--- src/design/option_cfg_pkg.sv ---
// Package for the option byte configuration block: field positions, defaults and codes.
// Assumes a single core clock and a programming port driven by an outside tool.
package option_cfg_pkg;

    // ****************************************************************
    // Field positions in the first option byte.
    // ****************************************************************
    localparam int OB0_WATCHDOG_HALT_RESET_OPT_BIT = 7;
    localparam int OB0_WDG_TYPE_BIT = 6;
    localparam int OB0_RSVD_HI_BIT = 5;
    localparam int OB0_VD_HI = 4;
    localparam int OB0_VD_LO = 3;
    localparam int OB0_RSVD_LO_HI = 2;
    localparam int OB0_RSVD_LO_LO = 1;
    localparam int OB0_PROT_BIT = 0;

    // ****************************************************************
    // Field positions in the second option byte.
    // ****************************************************************
    localparam int OB1_PKG_BIT = 7;
    localparam int OB1_RESET_DELAY_SELECT_BIT = 6;
    localparam int OB1_CLK_HI = 5;
    localparam int OB1_CLK_LO = 4;
    localparam int OB1_BAND_HI = 3;
    localparam int OB1_BAND_LO = 1;
    localparam int OB1_PLL_OFF_BIT = 0;

    // ****************************************************************
    // Erased values and byte selects on the programming port.
    // ****************************************************************
    localparam logic [7:0] ERASED_BYTE = 8'hff;
    localparam logic [7:0] OB0_DEFAULT = 8'he7;
    localparam logic [7:0] OB1_DEFAULT_LOW7 = 8'h67;
    localparam logic OPT_SEL_ZERO = 1'b0;
    localparam logic OPT_SEL_ONE = 1'b1;

    // ****************************************************************
    // Field codes.
    // ****************************************************************
    localparam logic [1:0] VD_HIGH = 2'h0;
    localparam logic [1:0] VD_MEDIUM = 2'h1;
    localparam logic [1:0] VD_LOW = 2'h2;
    localparam logic [1:0] VD_OFF = 2'h3;
    localparam logic [1:0] CLK_RESONATOR = 2'h0;
    localparam logic [1:0] CLK_RESERVED = 2'h1;
    localparam logic [1:0] CLK_INTERNAL_RC = 2'h2;
    localparam logic [1:0] CLK_EXTERNAL = 2'h3;
    localparam logic [2:0] BAND_ONE_TO_TWO = 3'h0;
    localparam logic [2:0] BAND_TWO_TO_FOUR = 3'h1;
    localparam logic [2:0] BAND_FOUR_TO_EIGHT = 3'h2;
    localparam logic [2:0] BAND_EIGHT_TO_SIXTEEN = 3'h3;

    // ****************************************************************
    // Reset phase lengths in CPU cycles.
    // ****************************************************************
    localparam int RESET_CYCLES_LONG = 4096;
    localparam int RESET_CYCLES_SHORT = 256;
    localparam int RESET_CNT_W = 13;

endpackage

--- src/design/option_byte_config_decode.sv ---
// Option byte store and decoder for the microcontroller hardware configuration.
// Assumes an outside programming tool drives the programming port only while
// prog_mode is high, and that downstream blocks take the decoded levels as is.
// Functional notes
// - Watchdog-halt bit one resets on Halt entry.
// - Type bit zero forces watchdog always on.
// - Detect code picks threshold; eleven disables both.
// - Protection bit zero blocks readout and writes.
// - Protected option erase wipes program memory first.
// - Option bytes reachable only in programming mode.
// - Erased memory reads all ones.
// - Delivered parts select internal RC clock.
// - Mask variants ignore programming port writes.
// - Package bit selects pinout; unbonded pads pulled up.
// - Reset-delay bit picks 4096 or 256 cycles.
// - Clock field selects resonator, RC or external.
// - Erased option bytes take their documented defaults.
`timescale 1ns/1ns
module option_byte_config_decode #(
    parameter bit MASK_VARIANT = 1'b0,
    parameter logic [7:0] MASK_OB0 = option_cfg_pkg::OB0_DEFAULT,
    parameter logic [7:0] MASK_OB1 = option_cfg_pkg::ERASED_BYTE,
    parameter bit PKG_DEFAULT = 1'b1,
    parameter int PORT_PADS = 8
) (
    input wire logic core_clk,
    input wire logic rst,
    input wire logic prog_mode,
    input wire logic opt_sel,
    input wire logic opt_wr,
    input wire logic [7:0] opt_wdata,
    input wire logic opt_erase,
    input wire logic opt_rd,
    output logic [7:0] opt_rdata,
    output logic opt_busy,
    output logic mem_erase_req,
    input wire logic mem_erase_done,
    input wire logic halt_entry,
    input wire logic halt_exit,
    input wire logic watchdog_running,
    input wire logic [PORT_PADS-1:0] pad_bonded,
    output logic watchdog_halt_reset,
    output logic watchdog_force_on,
    output logic low_supply_reset_detector_en,
    output logic auxiliary_supply_detector_en,
    output logic [1:0] voltage_detect_level,
    output logic readout_block,
    output logic memory_write_block,
    output logic package_select_opt,
    output logic [PORT_PADS-1:0] pad_pullup_force,
    output logic [1:0] clock_source_type,
    output logic sel_resonator,
    output logic sel_internal_rc,
    output logic sel_external_clk,
    output logic [2:0] resonator_band,
    output logic [3:0] resonator_drive,
    output logic doubler_enable,
    output logic reset_delay_select,
    output logic reset_phase_active
);

    // ****************************************************************
    // Elaboration check.
    // ****************************************************************
    if (PORT_PADS < 1) begin : g_bad
        $error("PORT_PADS must be at least one.");
    end

    typedef enum logic [1:0] {
        IDLE,
        WIPE_MEMORY,
        WIPE_OPTIONS
    } erase_state_e;

    // Non-volatile copies, written from the programming port, or from the mask bytes in mask variants.
    // delivered with RC
    // The store powers up erased, as delivered; reset leaves it alone.
    logic [7:0] nv_ob0_r = option_cfg_pkg::OB0_DEFAULT;
    logic [7:0] nv_ob1_r = {PKG_DEFAULT, option_cfg_pkg::OB1_DEFAULT_LOW7[6:0]};
    // Configuration latches, loaded only around reset.
    logic [7:0] cfg_ob0_r;
    logic [7:0] cfg_ob1_r;
    logic [7:0] opt_rdata_r;
    logic [PORT_PADS-1:0] pad_pullup_r;
    logic in_reset_r;
    logic capture_r;
    logic halt_reset_r;
    erase_state_e erase_state_r;
    erase_state_e erase_state_nxt;

    logic [7:0] ob1_default;
    logic port_open;
    logic write_ob0;
    logic write_ob1;
    logic erase_start;
    logic erase_options;
    logic prot_selected;
    logic [7:0] rd_sel;
    logic phase_start;

    // ****************************************************************
    // Programming port decode.
    // ****************************************************************

    assign ob1_default = {PKG_DEFAULT, option_cfg_pkg::OB1_DEFAULT_LOW7[6:0]};
    assign port_open = prog_mode && !MASK_VARIANT && (erase_state_r == IDLE);
    assign write_ob0 = port_open && opt_wr && (opt_sel == option_cfg_pkg::OPT_SEL_ZERO);
    assign write_ob1 = port_open && opt_wr && (opt_sel == option_cfg_pkg::OPT_SEL_ONE);
    assign erase_start = port_open && opt_erase;
    assign prot_selected = !nv_ob0_r[option_cfg_pkg::OB0_PROT_BIT];
    assign erase_options = (erase_state_r == WIPE_OPTIONS);
    assign rd_sel = (opt_sel == option_cfg_pkg::OPT_SEL_ONE) ? nv_ob1_r : nv_ob0_r;
    assign opt_busy = (erase_state_r != IDLE);
    assign opt_rdata = opt_rdata_r;

    always_comb begin
        erase_state_nxt = erase_state_r;
        unique case (erase_state_r)
            IDLE: begin
                if (erase_start) begin
                    erase_state_nxt = prot_selected ? WIPE_MEMORY : WIPE_OPTIONS;
                end
            end
            WIPE_MEMORY: begin
                if (mem_erase_done) begin
                    erase_state_nxt = WIPE_OPTIONS;
                end
            end
            WIPE_OPTIONS: begin
                erase_state_nxt = IDLE;
            end
            default: begin
                erase_state_nxt = IDLE;
            end
        endcase
    end
    // Held as a level so a slow wipe can take as long as it needs.
    assign mem_erase_req = (erase_state_r == WIPE_MEMORY);

    // Erase sequencer state.
    // A reset in mid-erase drops the sequence; the store keeps what it held.
    always_ff @(posedge core_clk) begin
        if (rst) begin
            erase_state_r <= IDLE;
        end else begin
            erase_state_r <= erase_state_nxt;
        end
    end

    // Non-volatile store; reset does not touch it, it starts erased.
    // erase restores defaults
    always_ff @(posedge core_clk) begin
        if (MASK_VARIANT) begin
            nv_ob0_r <= MASK_OB0;
            nv_ob1_r <= MASK_OB1;
        end else if (erase_options) begin
            nv_ob0_r <= option_cfg_pkg::OB0_DEFAULT;
            nv_ob1_r <= ob1_default;
        end else begin
            if (write_ob0) begin
                nv_ob0_r <= opt_wdata;
            end
            if (write_ob1) begin
                nv_ob1_r <= opt_wdata;
            end
        end
    end

    // Read data only answers in programming mode; otherwise it reads all ones.
    // hidden outside programming
    always_ff @(posedge core_clk) begin
        if (rst) begin
            opt_rdata_r <= option_cfg_pkg::ERASED_BYTE;
        end else if (opt_rd && prog_mode) begin
            opt_rdata_r <= rd_sel;
        end else begin
            opt_rdata_r <= option_cfg_pkg::ERASED_BYTE;
        end
    end

    // ****************************************************************
    // Configuration latches and reset phase.
    // ****************************************************************

    // The latches load in the first cycle after reset releases, so the next program takes
    // effect only through a reset, never mid-run.
    // latch after reset
    always_ff @(posedge core_clk) begin
        if (rst) begin
            cfg_ob0_r <= option_cfg_pkg::OB0_DEFAULT;
            cfg_ob1_r <= option_cfg_pkg::ERASED_BYTE;
            in_reset_r <= 1'b1;
            capture_r <= 1'b1;
        end else begin
            if (capture_r) begin
                cfg_ob0_r <= nv_ob0_r;
                cfg_ob1_r <= nv_ob1_r;
            end
            capture_r <= 1'b0;
            // The reset flag outlives the capture by one cycle, so the
            // counter start lands just after the latches load; dropping
            // both flags together would never start the reset phase.
            in_reset_r <= capture_r;
        end
    end

    // The delay counter starts after the latches hold the copied bytes.
    assign phase_start = (in_reset_r && !capture_r) || halt_exit;

    reset_phase_counter #(
        .LONG_CYCLES(option_cfg_pkg::RESET_CYCLES_LONG),
        .SHORT_CYCLES(option_cfg_pkg::RESET_CYCLES_SHORT)
    ) u_phase (
        .core_clk(core_clk),
        .rst(rst),
        .start(phase_start),
        .use_short(cfg_ob1_r[option_cfg_pkg::OB1_RESET_DELAY_SELECT_BIT]),
        .busy(reset_phase_active)
    );
    // The same latched bit sets both the reset and the Halt exit phase.
    assign reset_delay_select = cfg_ob1_r[option_cfg_pkg::OB1_RESET_DELAY_SELECT_BIT];

    // ****************************************************************
    // Decoded configuration.
    // ****************************************************************

    // The pulse is registered so the reset logic sees a clean one-cycle request.
    // halt reset
    always_ff @(posedge core_clk) begin
        if (rst) begin
            halt_reset_r <= 1'b0;
        end else begin
            halt_reset_r <= halt_entry && watchdog_running &&
                cfg_ob0_r[option_cfg_pkg::OB0_WATCHDOG_HALT_RESET_OPT_BIT];
        end
    end
    assign watchdog_halt_reset = halt_reset_r;

    assign watchdog_force_on = !cfg_ob0_r[option_cfg_pkg::OB0_WDG_TYPE_BIT];

    // Both detectors share one enable, so they switch on and off together.
    // voltage detect
    assign voltage_detect_level =
        cfg_ob0_r[option_cfg_pkg::OB0_VD_HI:option_cfg_pkg::OB0_VD_LO];
    assign low_supply_reset_detector_en = (voltage_detect_level != option_cfg_pkg::VD_OFF);
    assign auxiliary_supply_detector_en = (voltage_detect_level != option_cfg_pkg::VD_OFF);

    // Both blocks follow the same latched bit, so they can never disagree.
    // protection outputs
    assign readout_block = !cfg_ob0_r[option_cfg_pkg::OB0_PROT_BIT];
    assign memory_write_block = !cfg_ob0_r[option_cfg_pkg::OB0_PROT_BIT];

    // Registered so a changing bond strap never glitches the pull-up enables.
    // package and pads
    assign package_select_opt = cfg_ob1_r[option_cfg_pkg::OB1_PKG_BIT];
    always_ff @(posedge core_clk) begin
        if (rst) begin
            pad_pullup_r <= '1;
        end else begin
            pad_pullup_r <= ~pad_bonded;
        end
    end
    assign pad_pullup_force = pad_pullup_r;

    assign clock_source_type =
        cfg_ob1_r[option_cfg_pkg::OB1_CLK_HI:option_cfg_pkg::OB1_CLK_LO];
    assign sel_resonator = (clock_source_type == option_cfg_pkg::CLK_RESONATOR);
    assign sel_internal_rc = (clock_source_type == option_cfg_pkg::CLK_INTERNAL_RC);
    assign sel_external_clk = (clock_source_type == option_cfg_pkg::CLK_EXTERNAL);

    // resonator drive
    // One-hot drive per band; codes above the top band and non-resonator
    // sources give no drive, since nothing defines a current for them.
    assign resonator_band =
        cfg_ob1_r[option_cfg_pkg::OB1_BAND_HI:option_cfg_pkg::OB1_BAND_LO];
    genvar gi;
    for (gi = 0; gi < 4; gi++) begin : g_drive
        assign resonator_drive[gi] = sel_resonator && (resonator_band == 3'(gi));
    end

    // The doubler is not checked against the source here; the tool keeps it legal.
    // doubler control
    assign doubler_enable = !cfg_ob1_r[option_cfg_pkg::OB1_PLL_OFF_BIT];

endmodule

--- src/design/reset_phase_counter.sv ---
// Reset phase counter: counts the reset delay after reset and after Halt exit.
// Assumes the length select is stable while a count is running.
`timescale 1ns/1ns
module reset_phase_counter #(
    parameter int LONG_CYCLES = option_cfg_pkg::RESET_CYCLES_LONG,
    parameter int SHORT_CYCLES = option_cfg_pkg::RESET_CYCLES_SHORT
) (
    input wire logic core_clk,
    input wire logic rst,
    input wire logic start,
    input wire logic use_short,
    output logic busy
);

    localparam int W = option_cfg_pkg::RESET_CNT_W;

    // ****************************************************************
    // Elaboration check.
    // ****************************************************************
    if (LONG_CYCLES < 1 || SHORT_CYCLES < 1 || LONG_CYCLES >= (1 << W) ||
        SHORT_CYCLES >= (1 << W)) begin : g_bad
        $error("Reset phase length does not fit the counter.");
    end

    logic [W-1:0] cnt_r;
    logic [W-1:0] cnt_nxt;
    logic [W-1:0] load_val;

    // The loaded value picks the phase length; counting stops at zero.
    assign load_val = use_short ? W'(SHORT_CYCLES) : W'(LONG_CYCLES);
    assign cnt_nxt = start ? load_val : ((cnt_r != '0) ? cnt_r - W'(1) : cnt_r);
    assign busy = (cnt_r != '0);

    // Counter register; reset leaves it idle so the start pulse decides the length.
    always_ff @(posedge core_clk) begin
        if (rst) begin
            cnt_r <= '0;
        end else begin
            cnt_r <= cnt_nxt;
        end
    end

endmodule

--- config.mk ---
export PLATFORM = sky130hd
export DESIGN_NAME = option_byte_config_decode
export DESIGN_NICKNAME = d
export VERILOG_FILES = /design/src/design/option_cfg_pkg.sv /design/src/design/option_byte_config_decode.sv /design/src/design/reset_phase_counter.sv
export SDC_FILE = /design/constraint.sdc
export NUM_CORES = 1
export LEC_CHECK = 0
export ABC_AREA = 1
export BUFFER_PORTS_ARGS = -buffer_cell sky130_fd_sc_hd__buf_2
export CORE_ASPECT_RATIO = 0.7
export CORE_MARGIN = 5
export CORE_UTILIZATION = 30
export CTS_BUF_LIST = sky130_fd_sc_hd__clkbuf_4 sky130_fd_sc_hd__clkbuf_8
export DETAILED_ROUTE_END_ITERATION = 16
export GPL_ROUTABILITY_DRIVEN = 0
export PLACE_DENSITY_LB_ADDON = 0.15
export SLEW_MARGIN = 10
export SYNTH_ARGS = -nofsm -noshare
export SYNTH_HDL_FRONTEND = slang
export SYNTH_SLANG_ARGS = --single-unit
--- constraint.sdc ---
create_clock -name core_clk -period 1.66 [get_ports core_clk]
set_input_delay 0.083 -clock core_clk [delete_from_list [all_inputs] [get_ports core_clk]]
set_output_delay 0.083 -clock core_clk [all_outputs]
set_load 0.01 [all_outputs]
==> metrics.txt, run 1 <==
# TYPE chip_impl_metric gauge
chip_impl_info{name="worstHoldEndpoint",value="erase_state_r[0]"} 1
chip_impl_metric{name="drt-wirelength-per-cell",unit="um"} 11.9
chip_impl_metric{name="count_of_endpoints_failing_hold_in_the_final_timing_report",unit=""} 0
chip_impl_info{name="hp-class",value="in -> reg"} 1
chip_impl_info{name="tritoncts",value="done"} 1
chip_impl_metric{name="fin_total_pwr",unit="mW"} 4.63
chip_impl_metric{name="worst_ep_arrival_time",unit="ns"} 1.43
chip_impl_metric{name="global_route.overflow_total",unit=""} 0
chip_impl_metric{name="final_core_utilization",unit="%"} 40.4
chip_impl_metric{name="dpl.cell_count",unit=""} 516
chip_impl_metric{name="max-vdd-ir-drop",unit="mV"} 0.654
chip_impl_metric{name="port_buffer_cells",unit=""} 68
chip_impl_metric{name="worst_rel_slew_slack",unit="%"} 64.6
chip_impl_info{name="min-delay-start",value="mem_erase_done"} 1
chip_impl_metric{name="synthesis.area",unit="um2"} 2580
chip_impl_metric{name="ys_seq_area_share",unit="%"} 48.8
chip_impl_info{name="setup.worst_path.start_class",value="flop"} 1
chip_impl_metric{name="synthesis.instances",unit=""} 339
chip_impl_metric{name="dieHeight",unit="um"} 87.6
chip_impl_metric{name="drt-initial-drc-count",unit=""} 117
chip_impl_metric{name="post-dp-hpwl",unit="um"} 4740
chip_impl_info{name="crit-reg2reg-capture",value="u_phase.cnt_r[8]"} 1
chip_impl_info{name="synth.area.top_cells",value="sky130_fd_sc_hd__dfxtp_1 49%, sky130_fd_sc_hd__nand2_1 14%, sky130_fd_sc_hd__nand3_1 7.0%"} 1
chip_impl_metric{name="setup-tns-final",unit="ns"} 0
chip_impl_metric{name="preCtsSetupSlack",unit="ns"} 0.374
chip_impl_metric{name="htree_levels",unit=""} 3
chip_impl_metric{name="maxSlewViolCount",unit=""} 0
chip_impl_metric{name="ff2ff_path_depth",unit=""} 7
chip_impl_metric{name="clock_latency_reported_for_the_late_side_of_the_worst_skew_pair",unit="ns"} 0.35
chip_impl_metric{name="floorplan.rows",unit=""} 28
chip_impl_metric{name="grt.total_usage",unit="%"} 13.5
chip_impl_metric{name="clock_tree.buffer_depth",unit=""} 2
chip_impl_info{name="element_type_at_the_critical_path_end",value="output pin"} 1
chip_impl_info{name="outcome",value="finished clean"} 1
chip_impl_metric{name="fin_nets",unit=""} 454
chip_impl_metric{name="final_layout_size_suffix_gt1_share",unit="%"} 26.5
chip_impl_metric{name="core_area",unit="um2"} 8440
chip_impl_metric{name="instances_no_fill",unit=""} 550
chip_impl_metric{name="final_cell_area",unit="um2"} 3410
chip_impl_metric{name="whs_path_depth",unit=""} 4
chip_impl_metric{name="antenna_found_initial",unit=""} 0
chip_impl_metric{name="final_period_minus_worst_setup_slack",unit="ns"} 1.51
chip_impl_metric{name="synth-seq-cells",unit=""} 63
chip_impl_info{name="crit-reg2reg-launch",value="u_phase.cnt_r[0]"} 1
chip_impl_metric{name="mappedNetlistNets",unit=""} 368
chip_impl_metric{name="fmaxAchievable",unit="MHz"} 661
chip_impl_metric{name="die_x",unit="um"} 121
chip_impl_metric{name="detail_route.wirelength",unit="um"} 6530
chip_impl_metric{name="maximum_number_of_pins_on_one_net_before_global_route_repair",unit=""} 20
chip_impl_metric{name="yosysUniqueCellTypes",unit=""} 29
chip_impl_metric{name="critical_path_peak_fanout",unit=""} 4
chip_impl_metric{name="postSynthAreaPerCell",unit="um2"} 7.62
chip_impl_metric{name="power.density_cell_area",unit="nW/um2"} 1360
chip_impl_metric{name="vias",unit=""} 2382
chip_impl_metric{name="grt_first_pass_wirelength",unit="um"} 11100
chip_impl_info{name="cts_root_buffer",value="sky130_fd_sc_hd__clkbuf_8"} 1
chip_impl_metric{name="cp_data_required_time",unit="ns"} 1.58
chip_impl_metric{name="tightestPinTransition",unit="ns"} 0.530
chip_impl_metric{name="area.growth.synth_to_final",unit="%"} 32.0
chip_impl_metric{name="drt-vias-per-instance",unit=""} 4.33
chip_impl_metric{name="antenna_cells",unit=""} 0
chip_impl_metric{name="post-route-drc-count",unit=""} 0
chip_impl_metric{name="power.static_leakage",unit="nW"} 1.65
chip_impl_metric{name="clkSlewWorstSetupHoldPaths",unit="ns"} 0.07
chip_impl_metric{name="regToRegSetupSlack",unit="ns"} 0.34
chip_impl_metric{name="cts.repair_timing.setup_buffer_count",unit=""} 0
chip_impl_metric{name="tritoncts.num_buffers",unit=""} 9
chip_impl_metric{name="synth_warnings",unit=""} 0
chip_impl_metric{name="placed_area",unit="um2"} 3010
chip_impl_metric{name="timing.final.crit_share",unit="%"} 91.1
chip_impl_metric{name="grt_pass1_vias",unit=""} 2264
chip_impl_metric{name="hold-worst-slack",unit="ns"} 0.0240
chip_impl_metric{name="die_area",unit="um2"} 10600
chip_impl_info{name="yosys.area.top_type",value="sky130_fd_sc_hd__dfxtp_1"} 1
chip_impl_metric{name="minimum_setup_slack_in_the_final_design",unit="ns"} 0.147
chip_impl_info{name="timing_worst_setup_path_type",value="reg -> out"} 1
chip_impl_metric{name="ant_nets",unit=""} 0
chip_impl_metric{name="synth_top_area_share",unit="%"} 48.8
chip_impl_metric{name="setup_viol_count_final",unit=""} 0
chip_impl_metric{name="fin_clk_skew",unit="ns"} 0.00648
chip_impl_metric{name="drt_pass1_iterations",unit=""} 4
chip_impl_metric{name="io-pin-count",unit=""} 69
chip_impl_metric{name="drv_cap",unit=""} 0
chip_impl_metric{name="starting_density_of_the_core",unit="%"} 30.6
chip_impl_metric{name="cts_sinks",unit=""} 63
## critical path, stage by stage, from the launching register on
cell and delay (ns):
sky130_fd_sc_hd__dfxtp_1 0.31, sky130_fd_sc_hd__inv_1 0.11, sky130_fd_sc_hd__ha_2 0.20, sky130_fd_sc_hd__nand3_1 0.09, sky130_fd_sc_hd__inv_2 0.11, sky130_fd_sc_hd__nand3_2 0.10, sky130_fd_sc_hd__buf_2 0.16
## synth_stat cells, drive strengths merged
library cell	instances
a21boi	1
a21oi	20
buf	13
clkbuf	2
dfxtp	63
ha	2
inv	39
nand2	101
nand3	39
nand4	1
nor2	30
nor3	6
nor4	4
o2111ai	1
o211ai	1
o21ai	14
or2	2
## worst max-delay path by stage
stage,startpoint,to
after global routing,u_phase.cnt_r[0],reset_phase_active
after detailed placement,u_phase.cnt_r[0],u_phase.cnt_r[11]
after CTS,u_phase.cnt_r[0],reset_phase_active
after global placement,u_phase.cnt_r[0],u_phase.cnt_r[11]
after floorplan,u_phase.cnt_r[0],u_phase.cnt_r[1]
final,u_phase.cnt_r[0],reset_phase_active
## state kept, by name, indices dropped and copies added (netlist names)
register             flops
capture_r                1
cfg_ob0_r                5
cfg_ob1_r                8
erase_state_r            2
in_reset_r               1
nv_ob0_r                 8
nv_ob1_r                 8
opt_rdata                8
pad_pullup_force         8
u_phase.cnt_r           13
watchdog_halt_reset      1
## logic make-up after synthesis
family | synth area share (%)
adder cells (fa/ha/maj) | 0.968
buffers and inverters | 9.35
AND/OR/NAND/NOR | 32.8
flip-flops | 48.8
AO/OA/AOI/OAI | 8.09
## area by class of cell
cell class | count | area, um2
inverters | 39 | 146
repair buffers | 90 | 551
fillers | 891 | 5030
clock inverters | 3 | 40.0
clock buffers | 13 | 173
multi-input cells | 222 | 1090
flip-flops and latches | 63 | 1260
well taps | 120 | 150
## layer usage
layer / global-route usage, % / vias to the layer above / routed length (um)
met1: 18.5 / 1057 / 3290
met5: 0 / - / 0
met2: 18.6 / 75 / 2610
met3: 6.07 / 4 / 592
li1: - / 1246 / -
met4: 4.63 / 0 / 51
## power by group
part           leakage (nW)  switching, mW  internal, mW
logic                  1.02          0.686         0.467
registers             0.522          0.244          1.82
clock network         0.113          0.586         0.828
## placed cells by master, fill, tap and decap left out, drive strengths merged
cell type	count
nand2	101
buf	72
dfxtp	63
nand3	39
inv	39
nor2	30
a21oi	20
dlygate4sd3	18
o21ai	14
clkbuf	13
nor3	6
nor4	4
or2	2
clkinv	2
ha	2
nand4	1
a21boi	1
o211ai	1
o2111ai	1
bufinv	1
## timing repair
action | 4_1_cts | 5_1_grt
hold endpoints to repair | 23 | 0
hold buffers | 18 | 0
setup endpoints to repair | 0 | 1
resized for setup | 0 | 2
Power figures use the tool's default switching activity.
==> run 2: changes to the inputs <==
ABC_AREA = unset   (was 1)
==> run 2 against run 1 <==
  * The flow now finishes with violations (setup timing)
  * Sequential share of layout area shrank 2.0 points
  * Utilization increased by 4.7 points
  * Wire length increased by 1.3%
  * Cell count shrank 14%
  * Critical path depth grew 1
  * Largest cell class unchanged
==> metrics.txt, run 2 <==
# TYPE chip_impl_metric gauge
chip_impl_metric{name="edff_count_synth",unit=""} 0
chip_impl_info{name="hp-class",value="in -> reg"} 1
chip_impl_metric{name="grt_pass1_vias",unit=""} 2060
chip_impl_metric{name="tightestPinTransition",unit="ns"} 0.544
chip_impl_metric{name="met3WireLength",unit="um"} 406
chip_impl_info{name="register_containing_the_most_flip_flops_in_the_final_layout",value="u_phase.cnt_r"} 1
chip_impl_metric{name="cp_data_required_time",unit="ns"} 1.93
chip_impl_metric{name="timing.critical_path.depth",unit=""} 7
chip_impl_metric{name="antenna_found_initial",unit=""} 0
chip_impl_metric{name="floorplan.rows",unit=""} 27
chip_impl_metric{name="clock_latency_reported_for_the_late_side_of_the_worst_skew_pair",unit="ns"} 0.34
chip_impl_metric{name="area.growth.synth_to_final",unit="%"} 44.4
chip_impl_info{name="layout_common_cells",value="67 x sky130_fd_sc_hd__buf_2, 60 x sky130_fd_sc_hd__dfxtp_1, 47 x sky130_fd_sc_hd__nand2_1, 34 x sky130_fd_sc_hd__mux2i_1, 22 x sky130_fd_sc_hd__buf_4"} 1
chip_impl_metric{name="drv_cap",unit=""} 0
chip_impl_info{name="netlist_top_cells_count",value="63 x sky130_fd_sc_hd__dfxtp_1, 48 x sky130_fd_sc_hd__nand2_1, 34 x sky130_fd_sc_hd__mux2i_1"} 1
chip_impl_metric{name="drt-vias-per-instance",unit=""} 4.59
chip_impl_metric{name="critical_path_max_stage_delay",unit="ns"} 0.42
chip_impl_metric{name="mappedNetlistNets",unit=""} 290
chip_impl_metric{name="grt.total_usage",unit="%"} 13.4
chip_impl_metric{name="synth-seq-cells",unit=""} 63
chip_impl_info{name="setup.worst_path.start_class",value="flop"} 1
chip_impl_info{name="rsz0062_at_grt",value="true"} 1
chip_impl_info{name="violations",value="setup timing"} 1
chip_impl_metric{name="drt_pass1_iterations",unit=""} 4
chip_impl_metric{name="fin_nets",unit=""} 397
chip_impl_metric{name="post-route-drc-count",unit=""} 0
chip_impl_metric{name="port_buffer_cells",unit=""} 68
chip_impl_info{name="list_of_cells_traversed_by_the_critical_path",value="inv_2 > buf_6 > ha_4 > or3b_4 > or2_4 > or4_4 > a21oi_2"} 1
chip_impl_metric{name="ys_seq_area_share",unit="%"} 50.4
chip_impl_metric{name="core_area",unit="um2"} 8010
chip_impl_metric{name="ant_nets",unit=""} 0
chip_impl_metric{name="worst_rel_slew_slack",unit="%"} 63.7
chip_impl_metric{name="starting_density_of_the_core",unit="%"} 31.2
chip_impl_metric{name="clkSlewWorstSetupHoldPaths",unit="ns"} 0.07
chip_impl_metric{name="detail_route.wirelength",unit="um"} 6620
chip_impl_info{name="synth.area.top_cells",value="sky130_fd_sc_hd__dfxtp_1 50%, sky130_fd_sc_hd__mux2i_1 14%, sky130_fd_sc_hd__nand2_1 7.2%"} 1
chip_impl_metric{name="postSynthAreaPerCell",unit="um2"} 9.58
chip_impl_metric{name="synthesis.area",unit="um2"} 2500
chip_impl_metric{name="whs_path_depth",unit=""} 2
chip_impl_metric{name="count_of_endpoints_failing_hold_in_the_final_timing_report",unit=""} 0
chip_impl_metric{name="dr_wl_met2",unit="um"} 2800
chip_impl_info{name="layout_commonest_cell",value="sky130_fd_sc_hd__buf_2"} 1
chip_impl_info{name="yosys.area.top_type",value="sky130_fd_sc_hd__dfxtp_1"} 1
chip_impl_metric{name="cp.buffers_inverters",unit=""} 2
chip_impl_metric{name="cts_sinks",unit=""} 63
chip_impl_metric{name="drt-initial-drc-count",unit=""} 131
chip_impl_metric{name="maxSlewViolCount",unit=""} 0
chip_impl_metric{name="io-pin-count",unit=""} 69
chip_impl_metric{name="post-dp-hpwl",unit="um"} 4470
chip_impl_metric{name="fin_clk_skew",unit="ns"} 0.00440
chip_impl_metric{name="synth_top_area_share",unit="%"} 50.4
chip_impl_metric{name="ys_async_sr_fraction",unit="%"} 0
chip_impl_metric{name="synth_warnings",unit=""} 0
chip_impl_metric{name="ff2ff_path_depth",unit=""} 7
chip_impl_info{name="cpMaxStageDelayCell",value="sky130_fd_sc_hd__or4_4"} 1
chip_impl_metric{name="yosysUniqueCellTypes",unit=""} 39
chip_impl_metric{name="final_core_utilization",unit="%"} 45.1
chip_impl_metric{name="grt_first_pass_wirelength",unit="um"} 10800
chip_impl_metric{name="hold-worst-slack",unit="ns"} 0.0326
chip_impl_metric{name="htree_levels",unit=""} 3
chip_impl_info{name="element_type_at_the_critical_path_end",value="flop"} 1
chip_impl_info{name="critPathTopFamily",value="simple AND/OR/NAND/NOR gates"} 1
chip_impl_info{name="tritoncts",value="done"} 1
chip_impl_metric{name="antenna_cells",unit=""} 0
chip_impl_metric{name="vias",unit=""} 2176
chip_impl_metric{name="synthesis.instances",unit=""} 261
chip_impl_metric{name="drt-wirelength-per-cell",unit="um"} 14.0
chip_impl_metric{name="power.density_cell_area",unit="nW/um2"} 1230
chip_impl_metric{name="timing.final.crit_share",unit="%"} 112
chip_impl_metric{name="final_layout_size_suffix_gt1_share",unit="%"} 39.7
chip_impl_info{name="timing_worst_setup_path_type",value="reg -> reg"} 1
chip_impl_metric{name="maximum_number_of_pins_on_one_net_before_global_route_repair",unit=""} 18
chip_impl_metric{name="fmaxAchievable",unit="MHz"} 539
chip_impl_info{name="maxUsedRoutingLayer",value="met4"} 1
chip_impl_info{name="synthMostInstantiatedCell",value="sky130_fd_sc_hd__dfxtp_1"} 1
chip_impl_metric{name="die_area",unit="um2"} 10300
chip_impl_metric{name="setup-tns-final",unit="ns"} -1.19
chip_impl_metric{name="worst_ep_arrival_time",unit="ns"} 2.12
chip_impl_info{name="ys.flop_type",value="sky130_fd_sc_hd__dfxtp_1"} 1
chip_impl_metric{name="tritoncts.num_buffers",unit=""} 9
chip_impl_metric{name="die_x",unit="um"} 119
chip_impl_metric{name="dieHeight",unit="um"} 86.4
chip_impl_metric{name="global_route.overflow_total",unit=""} 0
chip_impl_metric{name="critical_path_peak_fanout",unit=""} 5
chip_impl_metric{name="largest_register_ffs",unit=""} 13
chip_impl_info{name="outcome",value="finished with violations"} 1
chip_impl_metric{name="routedLengthMet1",unit="um"} 3330
chip_impl_metric{name="power.static_leakage",unit="nW"} 1.69
chip_impl_metric{name="minimum_setup_slack_in_the_final_design",unit="ns"} -0.196
chip_impl_metric{name="max-vdd-ir-drop",unit="mV"} 0.560
chip_impl_metric{name="setup_viol_count_final",unit=""} 11
chip_impl_metric{name="final_period_minus_worst_setup_slack",unit="ns"} 1.86
chip_impl_metric{name="clock_tree.buffer_depth",unit=""} 2
chip_impl_info{name="cts_root_buffer",value="sky130_fd_sc_hd__clkbuf_8"} 1
## run 2: cell types whose count changed after synthesis, moves of 4 or more
cell / delta
sky130_fd_sc_hd__nor2_1: -8
sky130_fd_sc_hd__inv_1: -22
sky130_fd_sc_hd__o21ai_0: -6
sky130_fd_sc_hd__mux2i_1: +34
sky130_fd_sc_hd__nand2_1: -50
sky130_fd_sc_hd__a21oi_1: -6
sky130_fd_sc_hd__inv_2: -6
sky130_fd_sc_hd__clkbuf_1: +4
sky130_fd_sc_hd__nand3_1: -35
sky130_fd_sc_hd__or4_1: +4
## run 2: path summary, 6_finish.rpt
kind | start | to | slack [ns]
worst max-delay path | u_phase.cnt_r[1] | u_phase.cnt_r[10] | -0.20
worst min-delay path | watchdog_running | watchdog_halt_reset | 0.03
worst max register to register | u_phase.cnt_r[1] | u_phase.cnt_r[10] | -0.20
worst min register to register | capture_r | in_reset_r | 0.47
## run 2: logic make-up (layout without fill, tap and decap cells)
kind of cell / count (synthesis) / count (layout) / share of synthesized area (%)
AO/OA/AOI/OAI: 28 / 28 / 6.75
XOR/XNOR: 1 / 1 / 0.350
adder cells (fa/ha/maj): 2 / 2 / 1.00
buffers and inverters: 29 / 141 / 5.85
flip-flops: 63 / 63 / 50.4
multiplexers: 34 / 34 / 13.6
AND/OR/NAND/NOR: 104 / 104 / 22.0
## run 2: stage by stage
step / instances / cell area (um2) / setup WS (ns) / power (mW)
after floorplan: 261 / 2520 / -0.0692 / 2.50
after global placement: 430 / 3030 / -0.115 / 2.79
after detailed placement: 430 / 3030 / -0.157 / 2.80
after CTS: 472 / 3530 / -0.202 / 4.39
after global routing: 474 / 3610 / -0.252 / 4.73
final: 474 / 3610 / -0.196 / 4.44
## run 2: final cells by class
| type | instances | area (um2) |
|---|---|---|
| multi-input cells | 169 | 1190 |
| clock inverters | 3 | 40.0 |
| repair buffers | 114 | 769 |
| well taps | 101 | 126 |
| fillers | 768 | 4400 |
| flip-flops and latches | 63 | 1260 |
| clock buffers | 13 | 173 |
| inverters | 11 | 43.8 |
## run 2: routing by layer
layer / up-vias / track usage (%)
li1: 1102 / -
met1: 1005 / 18.5
met2: 60 / 19.0
met3: 9 / 5.15
met4: 0 / 4.63
met5: - / 0
## run 2: worst register-to-register path: cells and delay by family, from the launching register on
kind,cells,cell delay [ns]
buffers and inverters,2,0.18
AOI/OAI and AO/OA,1,0.12
adders and majority gates,1,0.12
DFF,1,0.33
and+or+nand+nor,3,1.04
## run 2: power by group
group	internal, mW	switching (mW)	leakage (nW)
Combinational	0.649	0.543	1.05
Sequential	1.71	0.148	0.522
Clock	0.828	0.567	0.113
## run 2: what timing repair did
item | in CTS | in global routing
setup buffers | 9 | 2
hold buffers | 17 | 0
pin swaps | 11 | 8
hold endpoints to repair | 28 | 0
resized for setup | 13 | 15
setup endpoints to repair | 14 | 16
